[config.mk]
export PLATFORM = sky130hd
export DESIGN_NAME = sadc_ctrl
export DESIGN_NICKNAME = d
export VERILOG_FILES = /design/src/logic/sadc_pkg.sv /design/src/logic/sadc_fifo.sv /design/src/logic/sadc_ctrl.sv
export SDC_FILE = /design/constraint.sdc
export NUM_CORES = 1
export LEC_CHECK = 0
export BUFFER_PORTS_ARGS = -buffer_cell sky130_fd_sc_hd__buf_2
export CORE_ASPECT_RATIO = 1.25
export CORE_MARGIN = 10
export CORE_UTILIZATION = 59
export DETAILED_ROUTE_END_ITERATION = 7
export GPL_TIMING_DRIVEN = 0
export PLACE_DENSITY = 0.77
export REMOVE_ABC_BUFFERS = 1
export SKIP_LAST_GASP = 1
export SLEW_MARGIN = 20
export SYNTH_ARGS = -nofsm -noshare
export SYNTH_HDL_FRONTEND = slang
export SYNTH_SLANG_ARGS = --single-unit
[constraint.sdc]
create_clock -name clock -period 6.5 [get_ports clock]
set_input_delay 0.325 -clock clock [delete_from_list [all_inputs] [get_ports clock]]
set_output_delay 0.325 -clock clock [all_outputs]
set_load 0.01 [all_outputs]
[src/logic/sadc_pkg.sv]
package sadc_pkg;
    // result and frame layout
    localparam int RES_W = 12;
    localparam int PAD_W = 4;
    localparam int FRAME_W = RES_W + PAD_W;
    // conversion runs on the serial clock halved
    localparam int CONV_CLKS = 14;
    localparam int CONV_SCLKS = 2 * CONV_CLKS;
    // sampling window, counted in falling serial clock edges
    localparam int SAMPLE_FIRST = 5;
    localparam int SAMPLE_LEN = 12;
    localparam int START_FALL = 16;
    // result queue depth
    localparam int FIFO_DEPTH = 8;
    // width of the edge counters
    localparam int CNT_W = 6;
    // clipped codes
    localparam logic [11:0] CODE_FULL = 12'hfff;
    localparam logic [11:0] CODE_ZERO = 12'h000;
    // the converter comes out of reset powered down
    localparam logic PD_RESET = 1'b1;
    // frame sequencer states
    typedef enum logic [1:0] {
        ST_IDLE,
        ST_FRAME,
        ST_CONV,
        ST_PUSH
    } sadc_state_e;
endpackage

[src/logic/sadc_fifo.sv]
module sadc_fifo #(
    parameter int WIDTH = 13,
    parameter int DEPTH = 8
) (
    input wire logic clock,
    input wire logic arst_n,
    input wire logic clk_en,
    input wire logic in_valid,
    output logic in_ready,
    input wire logic [WIDTH-1:0] in_data,
    output logic out_valid,
    input wire logic out_ready,
    output logic [WIDTH-1:0] out_data
);
    localparam int AW = $clog2(DEPTH);
    localparam logic [AW:0] FULL = (AW + 1)'(DEPTH);

    // pointers wrap naturally, so depth must be a power of two
    if (DEPTH < 2 || (1 << AW) != DEPTH || WIDTH < 1) begin : g_bad
        $error("fifo depth must be a power of two, at least 2");
    end

    logic [WIDTH-1:0] mem [DEPTH]; // storage words
    logic [AW-1:0] wr_q; // write pointer
    logic [AW-1:0] rd_q; // read pointer
    logic [AW:0] cnt_q; // words held
    logic push; // accepted write
    logic pop; // accepted read

    assign in_ready = (cnt_q != FULL);
    assign out_valid = (cnt_q != '0);
    assign push = clk_en & in_valid & in_ready;
    assign pop = clk_en & out_valid & out_ready;
    assign out_data = mem[rd_q];

    // storage has no reset; empty words are never read
    always_ff @(posedge clock) begin
        if (push) begin
            mem[wr_q] <= in_data;
        end
    end

    // pointers and fill level
    always_ff @(posedge clock or negedge arst_n) begin
        if (!arst_n) begin
            wr_q <= '0;
            rd_q <= '0;
            cnt_q <= '0;
        end else begin
            if (push) begin
                wr_q <= wr_q + 1'b1;
            end
            if (pop) begin
                rd_q <= rd_q + 1'b1;
            end
            if (push && !pop) begin
                cnt_q <= cnt_q + 1'b1;
            end else if (pop && !push) begin
                cnt_q <= cnt_q - 1'b1;
            end
        end
    end

    chk_no_overflow: assert property (@(posedge clock) disable iff (!arst_n)
        cnt_q <= FULL)
        else $error("fifo level above depth");
endmodule

[src/logic/sadc_ctrl.sv]
//////////////////////////////////////////////////////////////////////////////
// Functional notes
// - conversion takes 28 serial clocks, halved
// - early frame end aborts, next data invalid
// - select falling edge starts cycle, select-only
// - optional output update on falling clock edges
// - select falling edge presents result MSB
// - frame-sync rising edge presents MSB, no select
// - frame-sync falls while clock high, starts cycle
// - clip: all ones above, zeros below
// - power down when conversion completes
// - wake on select fall or frame-sync rise
// - 16-bit frame, MSB first, 12-bit result
// - sample 12 clocks from fifth clock
// - conversion starts after sixteenth falling edge
// - frame returns previous frame's conversion
module sadc_ctrl #(
    parameter int DEPTH = sadc_pkg::FIFO_DEPTH
) (
    input wire logic clock,
    input wire logic arst_n,
    input wire logic clk_en,
    input wire logic sclk_in,
    input wire logic cs_n_in,
    input wire logic frame_sync_in,
    input wire logic fs_mode,
    input wire logic shift_on_fall,
    input wire logic [11:0] adc_code,
    input wire logic adc_above_ref,
    input wire logic adc_below_gnd,
    output logic sdo,
    output logic sdo_oe,
    output logic data_invalid,
    output logic sample_en,
    output logic converting,
    output logic conv_clk,
    output logic power_down
);
    localparam int RW = sadc_pkg::RES_W;
    localparam int FW = sadc_pkg::FRAME_W;
    localparam int CW = sadc_pkg::CNT_W;
    localparam logic [CW-1:0] SAMP_LO = CW'(sadc_pkg::SAMPLE_FIRST - 1);
    localparam logic [CW-1:0] SAMP_HI =
        CW'(sadc_pkg::SAMPLE_FIRST + sadc_pkg::SAMPLE_LEN - 2);
    localparam logic [CW-1:0] LAST_FALL = CW'(sadc_pkg::START_FALL - 1);
    localparam logic [CW-1:0] CONV_LAST = CW'(sadc_pkg::CONV_SCLKS - 1);
    localparam logic [CW-1:0] BITS_OUT = CW'(FW);

    if (sadc_pkg::START_FALL < sadc_pkg::SAMPLE_FIRST + sadc_pkg::SAMPLE_LEN - 1
        || DEPTH < 2) begin : g_bad
        $error("sampling window or queue depth out of range");
    end

    //////////////////////////////////////////////////////////////////////////
    // edge detection on the host pins

    logic sclk_q; // serial clock, previous sample
    logic cs_q; // select, previous sample
    logic fs_q; // frame sync, previous sample
    logic sclk_rise, sclk_fall; // serial clock edges
    logic cs_fall, cs_rise; // select edges
    logic fs_fall, fs_rise; // frame sync edges
    logic start; // cycle start
    logic frame_end; // active frame released
    logic release_msb; // present a new word on the output

    // pins are synchronous, so one flop of history suffices
    always_ff @(posedge clock or negedge arst_n) begin
        if (!arst_n) begin
            sclk_q <= 1'b0;
            cs_q <= 1'b1;
            fs_q <= 1'b1;
        end else if (clk_en) begin
            sclk_q <= sclk_in;
            cs_q <= cs_n_in;
            fs_q <= frame_sync_in;
        end
    end

    assign sclk_rise = clk_en & sclk_in & ~sclk_q;
    assign sclk_fall = clk_en & ~sclk_in & sclk_q;
    assign cs_fall = clk_en & ~cs_n_in & cs_q;
    assign cs_rise = clk_en & cs_n_in & ~cs_q;
    assign fs_fall = clk_en & ~frame_sync_in & fs_q;
    assign fs_rise = clk_en & frame_sync_in & ~fs_q;

    // frame sync only counts while the clock is high
    assign start = fs_mode ? (fs_fall & sclk_in) : cs_fall;
    // select release or frame-sync release closes the frame
    assign frame_end = cs_rise | (fs_mode & fs_rise);
    // select fall, or frame-sync rise when select is tied low
    assign release_msb = cs_fall
        | (fs_mode & fs_rise & ~cs_n_in & ~sdo_oe);

    //////////////////////////////////////////////////////////////////////////
    // frame sequencer

    sadc_pkg::sadc_state_e state_q; // sequencer state
    logic [CW-1:0] fall_cnt_q; // falling edges since start
    logic [CW-1:0] conv_cnt_q; // falling edges in conversion
    logic [RW-1:0] res_q; // held sample, clipped
    logic bad_q; // queued word is an aborted one
    logic push_ready; // queue accepts a word
    logic capture; // end of sampling window
    logic conv_done; // last conversion clock

    assign capture = (state_q == sadc_pkg::ST_FRAME) & sclk_fall
        & (fall_cnt_q == LAST_FALL) & ~frame_end & ~start;
    // a restart on the last fall wins, so the word is not pushed twice
    assign conv_done = (state_q == sadc_pkg::ST_CONV) & sclk_fall
        & (conv_cnt_q == CONV_LAST) & ~frame_end & ~start;

    // a start while a word waits for the queue is refused,
    // otherwise that frame's result would be dropped silently
    always_ff @(posedge clock or negedge arst_n) begin
        if (!arst_n) begin
            state_q <= sadc_pkg::ST_IDLE;
            bad_q <= 1'b0;
        end else if (clk_en) begin
            case (state_q)
                sadc_pkg::ST_PUSH: begin
                    // hold until the queue takes the word
                    if (push_ready) begin
                        state_q <= sadc_pkg::ST_IDLE;
                    end
                end
                sadc_pkg::ST_FRAME, sadc_pkg::ST_CONV: begin
                    if (start) begin
                        // restart drops the partial cycle
                        state_q <= sadc_pkg::ST_FRAME;
                    end else if (frame_end) begin
                        state_q <= sadc_pkg::ST_PUSH;
                        bad_q <= 1'b1;
                    end else if (capture) begin
                        state_q <= sadc_pkg::ST_CONV;
                    end else if (conv_done) begin
                        state_q <= sadc_pkg::ST_PUSH;
                        bad_q <= 1'b0;
                    end
                end
                default: begin
                    if (start) begin
                        state_q <= sadc_pkg::ST_FRAME;
                    end
                end
            endcase
        end
    end

    // edge counters drive sampling and conversion timing
    always_ff @(posedge clock or negedge arst_n) begin
        if (!arst_n) begin
            fall_cnt_q <= '0;
            conv_cnt_q <= '0;
        end else if (start && state_q != sadc_pkg::ST_PUSH) begin
            fall_cnt_q <= '0;
            conv_cnt_q <= '0;
        end else if (sclk_fall) begin
            if (state_q == sadc_pkg::ST_FRAME) begin
                fall_cnt_q <= fall_cnt_q + 1'b1;
            end
            if (state_q == sadc_pkg::ST_CONV) begin
                conv_cnt_q <= conv_cnt_q + 1'b1;
            end
        end
    end

    // half-rate conversion clock, idle low
    always_ff @(posedge clock or negedge arst_n) begin
        if (!arst_n) begin
            conv_clk <= 1'b0;
        end else if (clk_en && state_q != sadc_pkg::ST_CONV) begin
            // held while the enable is low, like every other flop
            conv_clk <= 1'b0;
        end else if (sclk_fall) begin
            conv_clk <= ~conv_clk;
        end
    end

    // hold the sample at the close of the window, clipped at the rails
    always_ff @(posedge clock or negedge arst_n) begin
        if (!arst_n) begin
            res_q <= sadc_pkg::CODE_ZERO;
        end else if (capture) begin
            if (adc_above_ref) begin
                res_q <= sadc_pkg::CODE_FULL;
            end else if (adc_below_gnd) begin
                res_q <= sadc_pkg::CODE_ZERO;
            end else begin
                res_q <= adc_code;
            end
        end
    end

    assign sample_en = (state_q == sadc_pkg::ST_FRAME)
        & (fall_cnt_q >= SAMP_LO) & (fall_cnt_q <= SAMP_HI);
    assign converting = (state_q == sadc_pkg::ST_CONV);

    // asleep after each conversion, awake on the next frame edge
    always_ff @(posedge clock or negedge arst_n) begin
        if (!arst_n) begin
            power_down <= sadc_pkg::PD_RESET;
        end else if (cs_fall || (fs_mode && fs_rise)) begin
            power_down <= 1'b0;
        end else if (conv_done) begin
            power_down <= 1'b1;
        end
    end

    //////////////////////////////////////////////////////////////////////////
    // result queue: one word per frame, read out one frame later

    logic q_valid; // queue holds a result
    logic [RW:0] q_data; // {aborted, code}

    sadc_fifo #(
        .WIDTH(RW + 1),
        .DEPTH(DEPTH)
    ) u_fifo (
        .clock(clock),
        .arst_n(arst_n),
        .clk_en(clk_en),
        .in_valid(state_q == sadc_pkg::ST_PUSH),
        .in_ready(push_ready),
        .in_data({bad_q, res_q}),
        .out_valid(q_valid),
        .out_ready(release_msb),
        .out_data(q_data)
    );

    //////////////////////////////////////////////////////////////////////////
    // serial output

    logic [FW-1:0] shift_q; // outgoing frame
    logic [CW-1:0] bit_cnt_q; // shift edges seen
    logic shift_edge; // edge that moves the data

    // on falling mode the first fall is where the host reads the MSB
    assign shift_edge = shift_on_fall
        ? (sclk_fall & (bit_cnt_q != '0 | fall_cnt_q != '0))
        : sclk_rise;
    assign sdo = shift_q[FW-1];

    // load on release, shift MSB first, float after the last bit
    always_ff @(posedge clock or negedge arst_n) begin
        if (!arst_n) begin
            shift_q <= '0;
            bit_cnt_q <= '0;
            sdo_oe <= 1'b0;
            data_invalid <= 1'b0;
        end else if (release_msb) begin
            // empty queue gives zeros flagged invalid
            shift_q <= q_valid ? {q_data[RW-1:0], {sadc_pkg::PAD_W{1'b0}}}
                : '0;
            data_invalid <= q_valid ? q_data[RW] : 1'b1;
            bit_cnt_q <= '0;
            sdo_oe <= 1'b1;
        end else if (cs_rise) begin
            sdo_oe <= 1'b0;
        end else if (sdo_oe && shift_edge) begin
            shift_q <= {shift_q[FW-2:0], 1'b0};
            bit_cnt_q <= bit_cnt_q + 1'b1;
            if (bit_cnt_q == BITS_OUT) begin
                sdo_oe <= 1'b0;
            end
        end
    end

    //////////////////////////////////////////////////////////////////////////
    // checks

    chk_conv_len_end: assert property (
        @(posedge clock) disable iff (!arst_n)
        conv_done |=> state_q == sadc_pkg::ST_PUSH && !bad_q)
        else $error("conversion did not end after 28 clocks");
    chk_abort_marks_bad: assert property (
        @(posedge clock) disable iff (!arst_n)
        (state_q == sadc_pkg::ST_CONV) && frame_end && !start
        |=> state_q == sadc_pkg::ST_PUSH && bad_q)
        else $error("early frame end not flagged");
    chk_cs_start: assert property (
        @(posedge clock) disable iff (!arst_n)
        !fs_mode && cs_fall && state_q != sadc_pkg::ST_PUSH
        |=> state_q == sadc_pkg::ST_FRAME && fall_cnt_q == '0)
        else $error("select fall did not start a cycle");
    chk_msb_present: assert property (
        @(posedge clock) disable iff (!arst_n)
        release_msb && q_valid |=> sdo_oe && sdo == $past(q_data[RW-1]))
        else $error("result MSB not presented on release");
    chk_fs_start: assert property (
        @(posedge clock) disable iff (!arst_n)
        fs_mode && fs_fall && sclk_in && state_q == sadc_pkg::ST_IDLE
        |=> state_q == sadc_pkg::ST_FRAME)
        else $error("frame-sync fall did not start a cycle");
    chk_clip_high: assert property (
        @(posedge clock) disable iff (!arst_n)
        capture && adc_above_ref |=> res_q == sadc_pkg::CODE_FULL)
        else $error("over-range input not clipped to full scale");
    chk_pd_entry: assert property (
        @(posedge clock) disable iff (!arst_n)
        conv_done && !cs_fall && !(fs_mode && fs_rise) |=> power_down)
        else $error("no power down after conversion");
    chk_wake_now: assert property (
        @(posedge clock) disable iff (!arst_n)
        cs_fall || (fs_mode && fs_rise) |=> !power_down)
        else $error("no wake on frame edge");
    // the window must open on the fall that ends the fourth clock
    chk_sample_win: assert property (
        @(posedge clock) disable iff (!arst_n)
        state_q == sadc_pkg::ST_FRAME && sclk_fall && !start && !frame_end
        && fall_cnt_q == SAMP_LO - 1'b1 |=> sample_en)
        else $error("sampling window did not open");
    chk_float_after: assert property (
        @(posedge clock) disable iff (!arst_n)
        sdo_oe && shift_edge && bit_cnt_q == BITS_OUT && !release_msb
        && !cs_rise |=> !sdo_oe)
        else $error("output still driven after the frame");
endmodule

Word-level counts from Yosys, hierarchy flattened

Memories as Yosys holds them, arrays and structs flattened.
Cells that the tools add are included.

Register bits: 66
Memory bits (writable): 104
Input bits: 22
Output and inout bits: 7
Word-level logic and storage cells: 154
Memories: 1

Memories:

| name       | depth | bits a word | rd ports | clocked after Yosys merged registers in | wr ports | RTL line        | source |
|---|---|---|---|---|---|---|---|
| u_fifo.mem | 8     | 13          | 1        | 0                                       | 1        | sadc_fifo.sv:23 | `logic [WIDTH-1:0] mem [DEPTH];` |

Add/subtract/negate cells: 7
Magnitude comparators: 2
Equal/unequal tests: 13
Mux-type cells: 40
Bitwise gates (word level): 44
Reductions and logical operators: 30

Operators by type and width:

| operator                                                              | number |
|---|---|
| 16-bit two-way mux                                                    | 4 |
| 6-bit two-way mux                                                     | 9 |
| 1-bit AND                                                             | 31 |
| 12-bit two-way mux                                                    | 2 |
| 6-bit by 1-bit adder with 6-bit output, second input constant         | 3 |
| 1-bit two-way mux                                                     | 16 |
| 2-bit nonzero test                                                    | 8 |
| 6-bit by 5-bit equality test with 1-bit output, second input constant | 2 |
| 2-bit two-way mux                                                     | 6 |
| 6-bit nonzero test                                                    | 2 |
| 1-bit NOT                                                             | 10 |
| 3-bit nonzero test                                                    | 3 |
| 4-bit two-way mux                                                     | 2 |
| 2-bit != test, second input constant                                  | 4 |
| 2-bit AND reduction                                                   | 4 |
| 3-bit by 1-bit adder with 3-bit output, second input constant         | 2 |
| 6-bit by 4-bit equality test with 1-bit output, second input constant | 1 |
| 6-bit by 3-bit >= comparator with 1-bit output, second input constant | 1 |
| 6-bit by 4-bit <= comparator with 1-bit output, second input constant | 1 |
| 1-bit logical AND                                                     | 6 |
| 5-bit != test, second input constant                                  | 1 |
| 5-bit AND reduction                                                   | 1 |
| 4-bit by 1-bit adder with 4-bit output, second input constant         | 1 |
| 2-bit equality test, second input constant                            | 2 |
| 11 further kinds                                                      | 14 |

Depth between registers and ports, before layout

Gate-level depths: netlist (run 1).

Word-level depth: 12
Gate-level depth with buffers: 13
Depth with buffers taken out: 12

By module

From an unflattened synthesis (run 1), not the netlist that was laid out.

Cells, all modules: 506
Area total of the unflattened synthesis: 7335.8 um^2

By module, submodules not included:

| module    | instances | cells each | area an instance (um^2) | sequential area each (um^2) |
|---|---|---|---|---|
| sadc_fifo | 1         | 211        | 4642.0                  | 3373.2 |
| sadc_ctrl | 1         | 295        | 2693.8                  | 1305.0 |

Worst setup path before layout (run 1)

Ideal clock, no wire load.

Path kind: flip-flop to flip-flop
From: register sdo_oe
To: register u_fifo.cnt_q[3]
Setup time: 0.122 ns
Data arrival time: 2.647 ns
Required time: 6.378 ns
Setup slack: 3.730 ns
Cell stages (with the launch flop): 14
Path buffers: 1
Period minus slack after synthesis: 2.770 ns
Cells stage by stage: dfrtp_1 and4bb_2 o21ai_2 a21oi_1 buf_2 inv_1 ha_1 inv_1 ha_1 a21o_1 a21oi_1 xnor2_1 nor2_1 xnor2_1

Longest elaborated chain between the ends: 7
Elaborated cells between the ends (all ways): 9
Those cells by class: mux: 1; bitwise: 4; reduce/logical: 4

Ends and longest elaborated chain:

| element                                                 | RTL line         | source |
|---|---|---|
| from (decl)                                             | sadc_ctrl.sv:32  | `output logic sdo_oe,` |
| from (signal assigned)                                  | sadc_ctrl.sv:249 | `sdo_oe <= 1'b0;` |
| from (signal assigned)                                  | sadc_ctrl.sv:257 | `sdo_oe <= 1'b1;` |
| from (signal assigned)                                  | sadc_ctrl.sv:259 | `sdo_oe <= 1'b0;` |
| 1-bit NOT *                                             | sadc_ctrl.sv:93  | `\| (fs_mode & fs_rise & ~cs_n_in & ~sdo_oe);` |
| 1-bit AND *                                             | sadc_ctrl.sv:93  |  |
| 1-bit bitwise OR *                                      | sadc_ctrl.sv:93  |  |
| 1-bit AND *                                             | sadc_fifo.sv:33  | `assign pop = clk_en & out_valid & out_ready;` |
| 1-bit logical NOT                                       | sadc_fifo.sv:56  | `if (push && !pop) begin` |
| 1-bit logical AND                                       | sadc_fifo.sv:56  |  |
| 4-bit two-way mux or 2-bit nonzero test (tied branches) | n/a              |  |
| to (signal assigned)                                    | sadc_fifo.sv:57  | `cnt_q <= cnt_q + 1'b1;` |
| to (signal assigned)                                    | sadc_fifo.sv:59  | `cnt_q <= cnt_q - 1'b1;` |
| to (decl)                                               | sadc_fifo.sv:26  | `logic [AW:0] cnt_q;` |

Mark *: on every way between the ends. The rest lies on a longest branch, timed or not.
A chain may end at the register's enable or synchronous reset.

Worst setup path in the final report (run 1)

From: register fs_q
To: register u_fifo.cnt_q[3]

Longest elaborated chain between the ends: 10
Elaborated cells between the ends (all ways): 12
Those cells by class: mux: 1; bitwise: 7; reduce/logical: 4

Ends and longest elaborated chain:

| element                                                 | RTL line        | source |
|---|---|---|
| from (decl)                                             | sadc_ctrl.sv:59 | `logic fs_q;` |
| from (signal assigned)                                  | sadc_ctrl.sv:76 | `fs_q <= frame_sync_in;` |
| 1-bit NOT *                                             | sadc_ctrl.sv:85 | `assign fs_rise = clk_en & frame_sync_in & ~fs_q;` |
| 1-bit AND *                                             | sadc_ctrl.sv:85 |  |
| 1-bit AND * (3 in a row)                                | sadc_ctrl.sv:93 |  |
| 1-bit bitwise OR *                                      | sadc_ctrl.sv:93 |  |
| 1-bit AND *                                             | sadc_fifo.sv:33 |  |
| 1-bit logical NOT                                       | sadc_fifo.sv:56 |  |
| 1-bit logical AND                                       | sadc_fifo.sv:56 |  |
| 4-bit two-way mux or 2-bit nonzero test (tied branches) | n/a             |  |

Marks and branches as above.

==> results of run 1 <==
[through the flow]
step	setup WS, ps	util (%)
6_report	3310	67.8
3_3_place_gp	2790	62.0
2_1_floorplan	3450	-
3_5_place_dp	3140	62.7
5_1_grt	2990	67.8
4_1_cts	3290	67.8
[final cells by class]
type,count,area [sq um]
multi-input cells,283,2400
clock inverters,13,165
fillers,826,3900
repair buffers,33,208
inverters,29,109
flip-flops and latches,166,4680
clock buffers,19,443
well taps,164,205
[Yosys cell counts (6+ instances only)]
master    instances
a21oi_1          22
a221oi_1         11
a22o_1           11
buf_2             8
clkbuf_1          9
dfrtp_1          59
edfxtp_1        104
ha_1             14
inv_1            29
mux2_2           16
mux2i_1          38
mux4_2           15
nand2_1          17
nand3_1          12
nor2_1           36
o21ai_0           7
xnor2_1          13
xor2_1            6
[per-layer routing]
layer  up-vias  GRT usage [%]  routed length, um
li1       1945              -                  -
met1      2122           19.0               5360
met2        90           29.8               7360
met3        16           4.13                556
met4         0           5.92                174
met5         -              0                  0
[critical path: cells and delay by family (launching register included)]
family,cells,cell delay (ps)
compound gates,4,1240
flops,1,550
fa+ha+maj,2,460
simple gates,2,310
xor+xnor,2,260
buf+inv,2,250
[timing repair]
action                    in CTS  in global routing
resized for setup              0                  0
hold buffers                   1                  0
hold endpoints to repair      20                  0
[cells in the final DEF, fill, tap and decap left out, types with 3 or more instances in the layout]
cell type,n
mux2i_1,38
and3_1,3
nor2_2,6
dfrtp_1,57
xor2_1,6
buf_4,3
inv_6,6
a22o_1,11
a221oi_1,11
inv_1,29
bufinv_16,3
xnor2_1,13
mux4_2,15
nand4_1,4
nand2b_1,5
nand2_1,17
mux2_2,16
a21oi_1,21
nor2b_1,3
nor2_1,30
nand3_1,12
clkinv_2,3
ha_1,14
edfxtp_1,104
clkbuf_16,17
o22ai_1,3
or3_1,3
buf_2,27
nand4b_1,3
o21ai_0,7
dfstp_2,3
[cells by family (layout without fill, tap and decap cells)]
| logic type | after synthesis | in the layout | synth area share, % |
|---|---|---|---|
| buf+inv | 50 | 94 | 3.13 |
| fa+ha+maj | 15 | 15 | 2.68 |
| xor+xnor | 19 | 19 | 2.29 |
| mux | 70 | 70 | 12.5 |
| compound gates | 71 | 71 | 7.10 |
| simple gates | 108 | 108 | 7.98 |
| flops | 166 | 166 | 64.3 |
[worst max path at each step]
stage               cells after the start  slack [ps]          startpoint                     endpoint
floorplan                              12        3450  sdo_oe$_DFFE_PN0P_  u_fifo.cnt_q[3]$_DFFE_PN0P_
global placement                       13        2790              clk_en  u_fifo.cnt_q[3]$_DFFE_PN0P_
detailed placement                     13        3140              clk_en  u_fifo.cnt_q[3]$_DFFE_PN0P_
CTS                                    12        3290    fs_q$_DFFE_PN1P_  u_fifo.cnt_q[3]$_DFFE_PN0P_
global route                           12        2990  sdo_oe$_DFFE_PN0P_  u_fifo.cnt_q[3]$_DFFE_PN0P_
finish                                 12        3310    fs_q$_DFFE_PN1P_  u_fifo.cnt_q[3]$_DFFE_PN0P_
[report_power, final]
part	leakage (nW)	switching, mW	internal, mW
Clock	0.299	0.410	0.620
Sequential	1.33	0.160	1.21
Combinational	1.26	0.250	0.274
Total	2.89	0.819	2.11
[state kept, by name, indices dropped and copies added, names as in the netlist, 2 cells and up]
register,cells
fall_cnt_q,6
state_q,2
u_fifo.cnt_q,4
res_q,12
bit_cnt_q,6
shift_q,12
u_fifo.mem,104
u_fifo.wr_q,3
conv_cnt_q,6
u_fifo.rd_q,3
==> results.py, run 1 <==
metrics = {
    "run_status": {
        "status": "complete, no violations",
    },
    "critical_path": {
        "worst_path_max_delay_cell": "o21ai_2",
        "rrSetupSlack_ps": 3310,
        "reg2regPathDepth": 12,
        "rr_endpoint": "u_fifo.cnt_q[3]$_DFFE_PN0P_",
        "crit_path_end_kind": "flop",
        "crit_chain": "and4bb_2 -> o21ai_2 -> a21oi_2 -> inv_1 -> ha_1 -> inv_1 -> ha_1 -> a21o_1 -> a21oi_1 -> xnor2_1 -> nor2_1 -> xnor2_1",
        "cp-start-kind": "flop",
        "path_class": "reg2reg",
        "crit_required_ps": 6800,
        "regToRegStartpoint": "fs_q$_DFFE_PN1P_",
        "arrival_ps": 3490,
        "critPathMaxFanout": 16,
        "cpPeakStageDelay_ps": 590,
    },
    "routing": {
        "vias": 4173,
        "drtAntennaViolNets": 0,
        "routedWlPerCell_um": 19.0,
        "vias_per_cell": 5.90,
        "drc": 0,
        "drtIter0Drc": 315,
        "drt-pass1-iter-count": 4,
        "wl_um": 13500,
    },
    "clocking": {
        "cts_setup_buffers": 0,
        "cts_tree": "done",
        "cts_max_path_buffers": 2,
        "clk-insertion-delay-late_ps": 420,
        "cts_made_buffers": 17,
        "cts.sinks": 166,
        "root_buffer": "clkbuf_16",
        "clk_pin_slew_ps": 70,
        "htreeDepth": 4,
    },
    "global_routing": {
        "antenna_found_initial": 0,
        "grt_pass1_vias": 4432,
        "grt_max_degree": 43,
        "overflow": 0,
        "grt.total_usage_pct": 16.7,
        "grt_pass1_wl_um": 22500,
    },
    "floorplanning": {
        "io_pins": 29,
        "dieArea_sq_mm": 0.0172,
        "start_util_pct": 60.1,
        "rows": 45,
        "coreArea_sq_mm": 0.0121,
        "die_w_um": 119,
        "die_h_um": 144,
    },
    "synthesis": {
        "syn_area_sq_mm": 0.00727,
        "ys_ff_latch": 166,
        "ys_seq_area_share_pct": 64.3,
        "synth_cell_types": 59,
        "synth-edff-count": 104,
        "synth_warnings": 0,
        "synth_area_leader_cell": "edfxtp_1",
        "synthDominantCellAreaShare_pct": 42.9,
        "synthesis.instances": 499,
        "synth-main-ff-cell": "edfxtp_1",
        "synthTopCellsByArea": "edfxtp_1 (43%), dfrtp_1 (20%), mux2i_1 (5.2%), mux4_2 (4.6%), mux2_2 (2.5%)",
        "synth.avg_cell_area_sq_um": 14.6,
        "async_reset_ff_share_pct": 37.3,
    },
    "layout": {
        "area_growth_pct": 12.8,
        "antennaDiodeCount": 0,
        "layoutNonFillerInstCount": 707,
        "layout-drive-gt1-share_pct": 21.7,
        "design_area_sq_mm": 0.00821,
        "nNetsFinal": 567,
    },
    "timing": {
        "slew_headroom_pct": 37.4,
        "hold_viol": 0,
        "rsz0062_at_grt": "false",
        "period_share_pct": 49.1,
        "fin_setup_tns_ps": 0,
        "skew_ps": 13.8,
        "setup_viol": 0,
        "fmax_mhz": 313,
        "fin_crit_ps": 3190,
        "worst_slew_pin_slew_ps": 937,
        "hold_slack_ps": 182,
        "report.final.slew_viol_count": 0,
    },
    "placement": {
        "port_buffers": 28,
        "dp.cells": 674,
        "gp_congestion": 0.817,
        "place_area_sq_mm": 0.00759,
        "dp_hpwl_um": 8940,
    },
    "hold_path": {
        "min_path_type": "in2reg",
        "min-delay-start": "frame_sync_in",
        "holdPathEnd": "fs_q$_DFFE_PN1P_",
        "holdPathStages": 2,
    },
    "power": {
        "ir_worst_vdd_mv": 0.200,
        "powerDensity_mw_per_mm2": 357,
        "finalPower_mw": 2.93,
        "p_leak_nw": 2.89,
    },
    "flow_run": {
        "maxCapViolCount": 0,
    },
}
Note: power is estimated with default switching activity, not from simulation.
==> run 2, diff against run 1 <==
CORE_UTILIZATION = 55   (was 59)
PLACE_DENSITY = 0.75   (was 0.77)
clock period = 2.9 ns   (was 6.5 ns; I/O delays follow)
==> run 2 against run 1 <==
Against the previous run:
- register-to-register slack worse by 3100 ps
- largest cell class unchanged
- worst setup slack worse by 3100 ps
- cell count up 2.0%
==> results.py, run 2 (synthesized netlist as in run 1, its figures left out) <==
metrics = {
    "floorplanning": {
        "dieArea_sq_mm": 0.0183,
        "die_w_um": 123,
        "coreArea_sq_mm": 0.0128,
        "rows": 46,
        "start_util_pct": 56.7,
        "io_pins": 29,
        "die_h_um": 149,
    },
    "critical_path": {
        "crit_required_ps": 3200,
        "crit_chain": "or4b_1 -> and3_1 -> ha_1 -> inv_1 -> ha_1 -> a21o_1 -> a21oi_1 -> xnor2_1 -> nor2_1 -> xnor2_1",
        "reg2regPathDepth": 10,
        "rr_endpoint": "u_fifo.cnt_q[3]$_DFFE_PN0P_",
        "path_class": "reg2reg",
        "path_buf_inv": 1,
        "cp-start-kind": "flop",
        "rrSetupSlack_ps": 210,
        "critPathMaxFanout": 6,
        "worst_path_max_delay_cell": "or4b_1",
        "crit_family": "simple AND/OR/NAND/NOR gates",
        "cpPeakStageDelay_ps": 560,
        "arrival_ps": 2990,
        "regToRegStartpoint": "u_fifo.cnt_q[0]$_DFFE_PN0P_",
        "crit_path_end_kind": "flop",
    },
    "layout": {
        "mostFrequentLayoutCells": "edfxtp_1 (104), dfrtp_1 (57), mux2i_1 (38)",
        "top_register": "u_fifo.mem",
        "largest_reg_flops": 104,
        "nNetsFinal": 577,
        "layout-drive-gt1-share_pct": 21.7,
        "layoutNonFillerInstCount": 721,
        "fillCellCount": 923,
        "top_regs": "u_fifo.mem (104), res_q (12), shift_q (12)",
        "mostFrequentLayoutCell": "edfxtp_1",
        "antennaDiodeCount": 0,
        "final_core_util_pct": 64.0,
        "area_growth_pct": 13.0,
    },
    "hold_path": {
        "holdPathStages": 3,
        "min_path_type": "in2reg",
        "min-delay-start": "adc_code[6]",
        "holdPathEnd": "res_q[6]$_DFFE_PN0P_",
    },
    "clocking": {
        "cts_made_buffers": 17,
        "root_buffer": "clkbuf_16",
        "cts_tree": "done",
        "cts_max_path_buffers": 2,
        "htreeDepth": 4,
        "clk_pin_slew_ps": 60,
        "cts.sinks": 166,
        "clk-insertion-delay-late_ps": 420,
    },
    "flow_run": {
        "maxCapViolCount": 0,
    },
    "timing": {
        "period_share_pct": 92.7,
        "worst_slew_pin_slew_ps": 965,
        "rsz0062_at_grt": "false",
        "setup_viol": 0,
        "fin_setup_tns_ps": 0,
        "report.final.slew_viol_count": 0,
        "skew_ps": 9.44,
        "fmax_mhz": 372,
        "slew_headroom_pct": 35.6,
        "fin_ws_ps": 212,
        "fin_crit_ps": 2690,
        "hold_viol": 0,
    },
    "routing": {
        "drt-pass1-iter-count": 4,
        "drtAntennaViolNets": 0,
        "vias": 4154,
        "drc": 0,
        "vias_per_cell": 5.76,
        "routedWlPerCell_um": 19.0,
        "drtIter0Drc": 263,
        "wl_um": 13700,
    },
    "power": {
        "finalPower_mw": 6.27,
        "p_leak_nw": 2.89,
        "intPower_mw": 4.44,
        "power.switching_mw": 1.83,
        "clockPowerShare_pct": 31.7,
        "powerDensity_mw_per_mm2": 763,
        "p_sw_share_pct": 29.2,
        "p_comb_share_pct": 19.3,
        "ir_worst_vdd_mv": 0.443,
        "pwr-share-seq_pct": 49.0,
    },
    "run_status": {
        "status": "complete, no violations",
    },
    "global_routing": {
        "antenna_found_initial": 0,
        "grt_pass1_wl_um": 22300,
        "grt.total_usage_pct": 15.8,
        "grt_pass1_vias": 4372,
        "grt_max_degree": 41,
        "overflow": 0,
    },
    "placement": {
        "dp_hpwl_um": 9180,
        "dp_slack_ps": -333,
        "port_buffers": 28,
        "dp.cells": 678,
        "gp_congestion": 0.761,
    },
}
==> run 2: layout make-up <==
| type | count | area (sq um) | area share, % |
|---|---|---|---|
| clock buffer | 20 | 437 | 5.31 |
| tap | 168 | 210 | 2.56 |
| multi-input combinational | 283 | 2410 | 29.3 |
| inverter | 29 | 109 | 1.32 |
| sequential | 166 | 4680 | 56.9 |
| timing repair buffer | 43 | 293 | 3.56 |
| clock inverter | 12 | 78.8 | 0.959 |
==> run 2: timing repair <==
action | CTS | global route
gates resized for setup | 2 | 0
setup endpoints to repair | 3 | 1
buffers inserted | 1 | 5
endpoints found under the hold margin | 63 | 0
hold buffers | 5 | 0
pin swaps | 0 | 1
==> run 2: power by group through the flow <==
stage	Clock (mW)	Combinational, mW	Sequential (mW)
finish	1.99	1.21	3.07
global route	2.11	1.34	3.12
CTS	2.01	1.22	3.08
detailed placement	0	1.19	3.12
global placement	0	1.04	3.17
floorplan	0	0.847	3.07
==> run 2: how the worst max path moves through the flow <==
stage,to,start,cells past startpoint,slack [ps]
floorplan,u_fifo.cnt_q[3]$_DFFE_PN0P_,sdo_oe$_DFFE_PN0P_,12,-150
CTS,u_fifo.cnt_q[3]$_DFFE_PN0P_,fs_q$_DFFE_PN1P_,12,110
detailed placement,u_fifo.cnt_q[3]$_DFFE_PN0P_,sdo_oe$_DFFE_PN0P_,12,-330
global placement,u_fifo.cnt_q[3]$_DFFE_PN0P_,sdo_oe$_DFFE_PN0P_,12,-700
finish,u_fifo.cnt_q[3]$_DFFE_PN0P_,u_fifo.cnt_q[0]$_DFFE_PN0P_,10,210
global route,u_fifo.cnt_q[3]$_DFFE_PN0P_,u_fifo.cnt_q[0]$_DFFE_PN0P_,10,40
==> run 2: worst reg2reg max path, stage by stage, from the launching register on <==
cell,delay [ps]
dfrtp_1,440
or4b_1,560
and3_1,300
ha_1,240
inv_1,120
ha_1,250
a21o_1,170
a21oi_1,160
xnor2_1,140
nor2_1,70
xnor2_1,130
==> run 2: routing by layer <==
| layer | track usage, % | up-vias | routed length [um] |
|---|---|---|---|
| met3 | 2.99 | 27 | 413 |
| met2 | 27.3 | 66 | 7300 |
| met5 | 0 | - | 0 |
| met4 | 7.14 | 0 | 278 |
| li1 | - | 1956 | - |
| met1 | 18.6 | 2105 | 5710 |
==> run 2: through the flow <==
stage	hold WS (ps)	instance area [sq um]
after floorplan	-151	7160
after global placement	418	7510
after detailed placement	68.2	7590
after CTS	0.113	8180
after global routing	12.8	8220
final	9.36	8220
==> run 3, diff against run 2 <==
CORE_ASPECT_RATIO = unset   (was 1.25)
==> run 3 against run 2 <==
Against the previous run:
- worst setup slack worse by 51 ps
- hold slack lost 2.8 ps
- sequential cell count stayed put
- count of clock-buffer cells in the layout increased by 2
- core utilization grew 0.84 points
- global-route usage increased by 0.36 points
- via count grew 2.1%
- first-iteration DRC count is 30% higher
- clock skew is 0.74 ps higher
- sequential share of layout area decreased by 0.46 points
- critical path depth unchanged
==> results.py, run 3 (synthesized netlist as in run 1, its figures left out) <==
metrics = {
    "critical_path": {
        "cp-start-kind": "flop",
        "path_class": "reg2reg",
        "crit_required_ps": 3210,
        "critPathMaxFanout": 6,
        "arrival_ps": 3050,
        "crit_path_end_kind": "flop",
    },
    "timing": {
        "slew_headroom_pct": 36.2,
        "rsz0062_at_grt": "false",
        "fin_setup_tns_ps": 0,
        "skew_ps": 10.2,
        "period_share_pct": 94.4,
        "fin_ws_ps": 161,
        "fin_crit_ps": 2740,
        "setup_viol": 0,
        "hold_viol": 0,
        "hold_slack_ps": 6.59,
        "fmax_mhz": 365,
        "worst_slew_pin_slew_ps": 955,
        "report.final.slew_viol_count": 0,
    },
    "power": {
        "pwr-share-seq_pct": 46.7,
        "p_sw_share_pct": 28.0,
        "power.switching_mw": 1.85,
        "powerDensity_mw_per_mm2": 796,
        "p_leak_nw": 2.91,
        "p_comb_share_pct": 18.2,
        "clockPowerShare_pct": 35.1,
        "ir_worst_vdd_mv": 0.513,
        "intPower_mw": 4.75,
    },
    "clocking": {
        "cts_tree": "done",
        "clk_pin_slew_ps": 60,
        "root_buffer": "clkbuf_16",
        "htreeDepth": 4,
        "cts_max_path_buffers": 2,
        "clk-insertion-delay-late_ps": 430,
        "cts.sinks": 166,
        "cts_made_buffers": 17,
    },
    "routing": {
        "drt-pass1-iter-count": 5,
        "routedWlPerCell_um": 19.4,
        "drc": 0,
        "vias_per_cell": 5.89,
        "drtAntennaViolNets": 0,
        "drtIter0Drc": 341,
        "wl_um": 14000,
        "vias": 4243,
    },
    "global_routing": {
        "grt_pass1_wl_um": 23000,
        "grt_pass1_vias": 4369,
        "grt.total_usage_pct": 16.2,
        "grt_max_degree": 49,
        "overflow": 0,
        "antenna_found_initial": 0,
    },
    "layout": {
        "area_growth_pct": 13.9,
        "antennaDiodeCount": 0,
        "largest_reg_flops": 104,
        "top_regs": "u_fifo.mem (104), res_q (12), shift_q (12)",
        "layout-drive-gt1-share_pct": 21.7,
        "final_core_util_pct": 64.9,
        "nNetsFinal": 572,
        "top_register": "u_fifo.mem",
        "mostFrequentLayoutCells": "edfxtp_1 (104), dfrtp_1 (57), mux2i_1 (38)",
        "design_area_sq_mm": 0.00829,
        "mostFrequentLayoutCell": "edfxtp_1",
    },
    "flow_run": {
        "maxCapViolCount": 0,
    },
    "placement": {
        "gp_congestion": 0.772,
        "dp_slack_ps": -400,
        "port_buffers": 28,
        "place_area_sq_mm": 0.00761,
        "dp_hpwl_um": 8890,
    },
    "run_status": {
        "status": "complete, no violations",
    },
    "floorplanning": {
        "die_w_um": 135,
        "rows": 41,
        "io_pins": 29,
        "coreArea_sq_mm": 0.0128,
        "die_h_um": 135,
        "dieArea_sq_mm": 0.0182,
        "start_util_pct": 56.9,
    },
    "hold_path": {
        "min_path_type": "in2reg",
    },
}
## run 3: critical path: stages, from the launching register on
cell and delay (ps):
dfrtp_1 440, or4b_1 600, and3_2 310, ha_1 230, inv_1 110, ha_1 250
a21o_1 180, a21oi_1 170, xnor2_1 130, nor2_1 70, xnor2_1 120
## run 3: metal layers
layer  wire [um]  GRT usage [%]  up-vias
met2        6850           26.0      118
met4         169           5.14        0
li1            -              -     1949
met5           0              0        -
met3         705           4.12       20
met1        6250           21.2     2156
## run 3: repair_timing
item                                    4_1_cts  5_1_grt
endpoints found under the hold margin        62        0
resized for setup                             2        1
cloned                                        0        0
endpoints found under the setup margin        3        1
setup buffers                                 1        1
hold buffers                                  4        0
pin swaps                                     1        0
## run 3: area by class of cell
cell class                 count  area [sq um]
tap                          172           215
clock buffer                  22           464
fill                         879          4490
multi-input combinational    283          2410
clock inverter                10           145
timing repair buffer          38           260
inverter                      29           109
sequential                   166          4680
## run 3: stage by stage
| stage | cells | total power, mW |
|---|---|---|
| after CTS | 719 | 6.63 |
| after global placement | 678 | 4.22 |
| after floorplan | 478 | 3.92 |
| final | 720 | 6.60 |
| after global routing | 720 | 6.90 |
| after detailed placement | 682 | 4.32 |
## run 3: path summary, 6_finish.rpt
path / slack [ps] / start / depth (start not counted) / to
worst max register to register: 160 / u_fifo.cnt_q[1]$_DFFE_PN0P_ / 10 / u_fifo.cnt_q[3]$_DFFE_PN0P_
min in group asynchronous: 140 / arst_n / 2 / res_q[5]$_DFFE_PN0P_
worst min-delay path: 7 / adc_code[7] / 3 / res_q[7]$_DFFE_PN0P_
worst max-delay path: 160 / u_fifo.cnt_q[1]$_DFFE_PN0P_ / 10 / u_fifo.cnt_q[3]$_DFFE_PN0P_
max in group asynchronous: 2200 / arst_n / 3 / fs_q$_DFFE_PN1P_
worst min register to register: 510 / shift_q[11]$_DFFE_PN0P_ / 1 / shift_q[11]$_DFFE_PN0P_
## run 3: power groups by stage
stage	combinational, mW	clock [mW]	sequential [mW]
6_report	1.20	2.32	3.08
5_1_grt	1.32	2.45	3.13
4_1_cts	1.21	2.33	3.08
3_5_place_dp	1.19	0	3.13
3_3_place_gp	1.04	0	3.18
2_1_floorplan	0.847	0	3.07
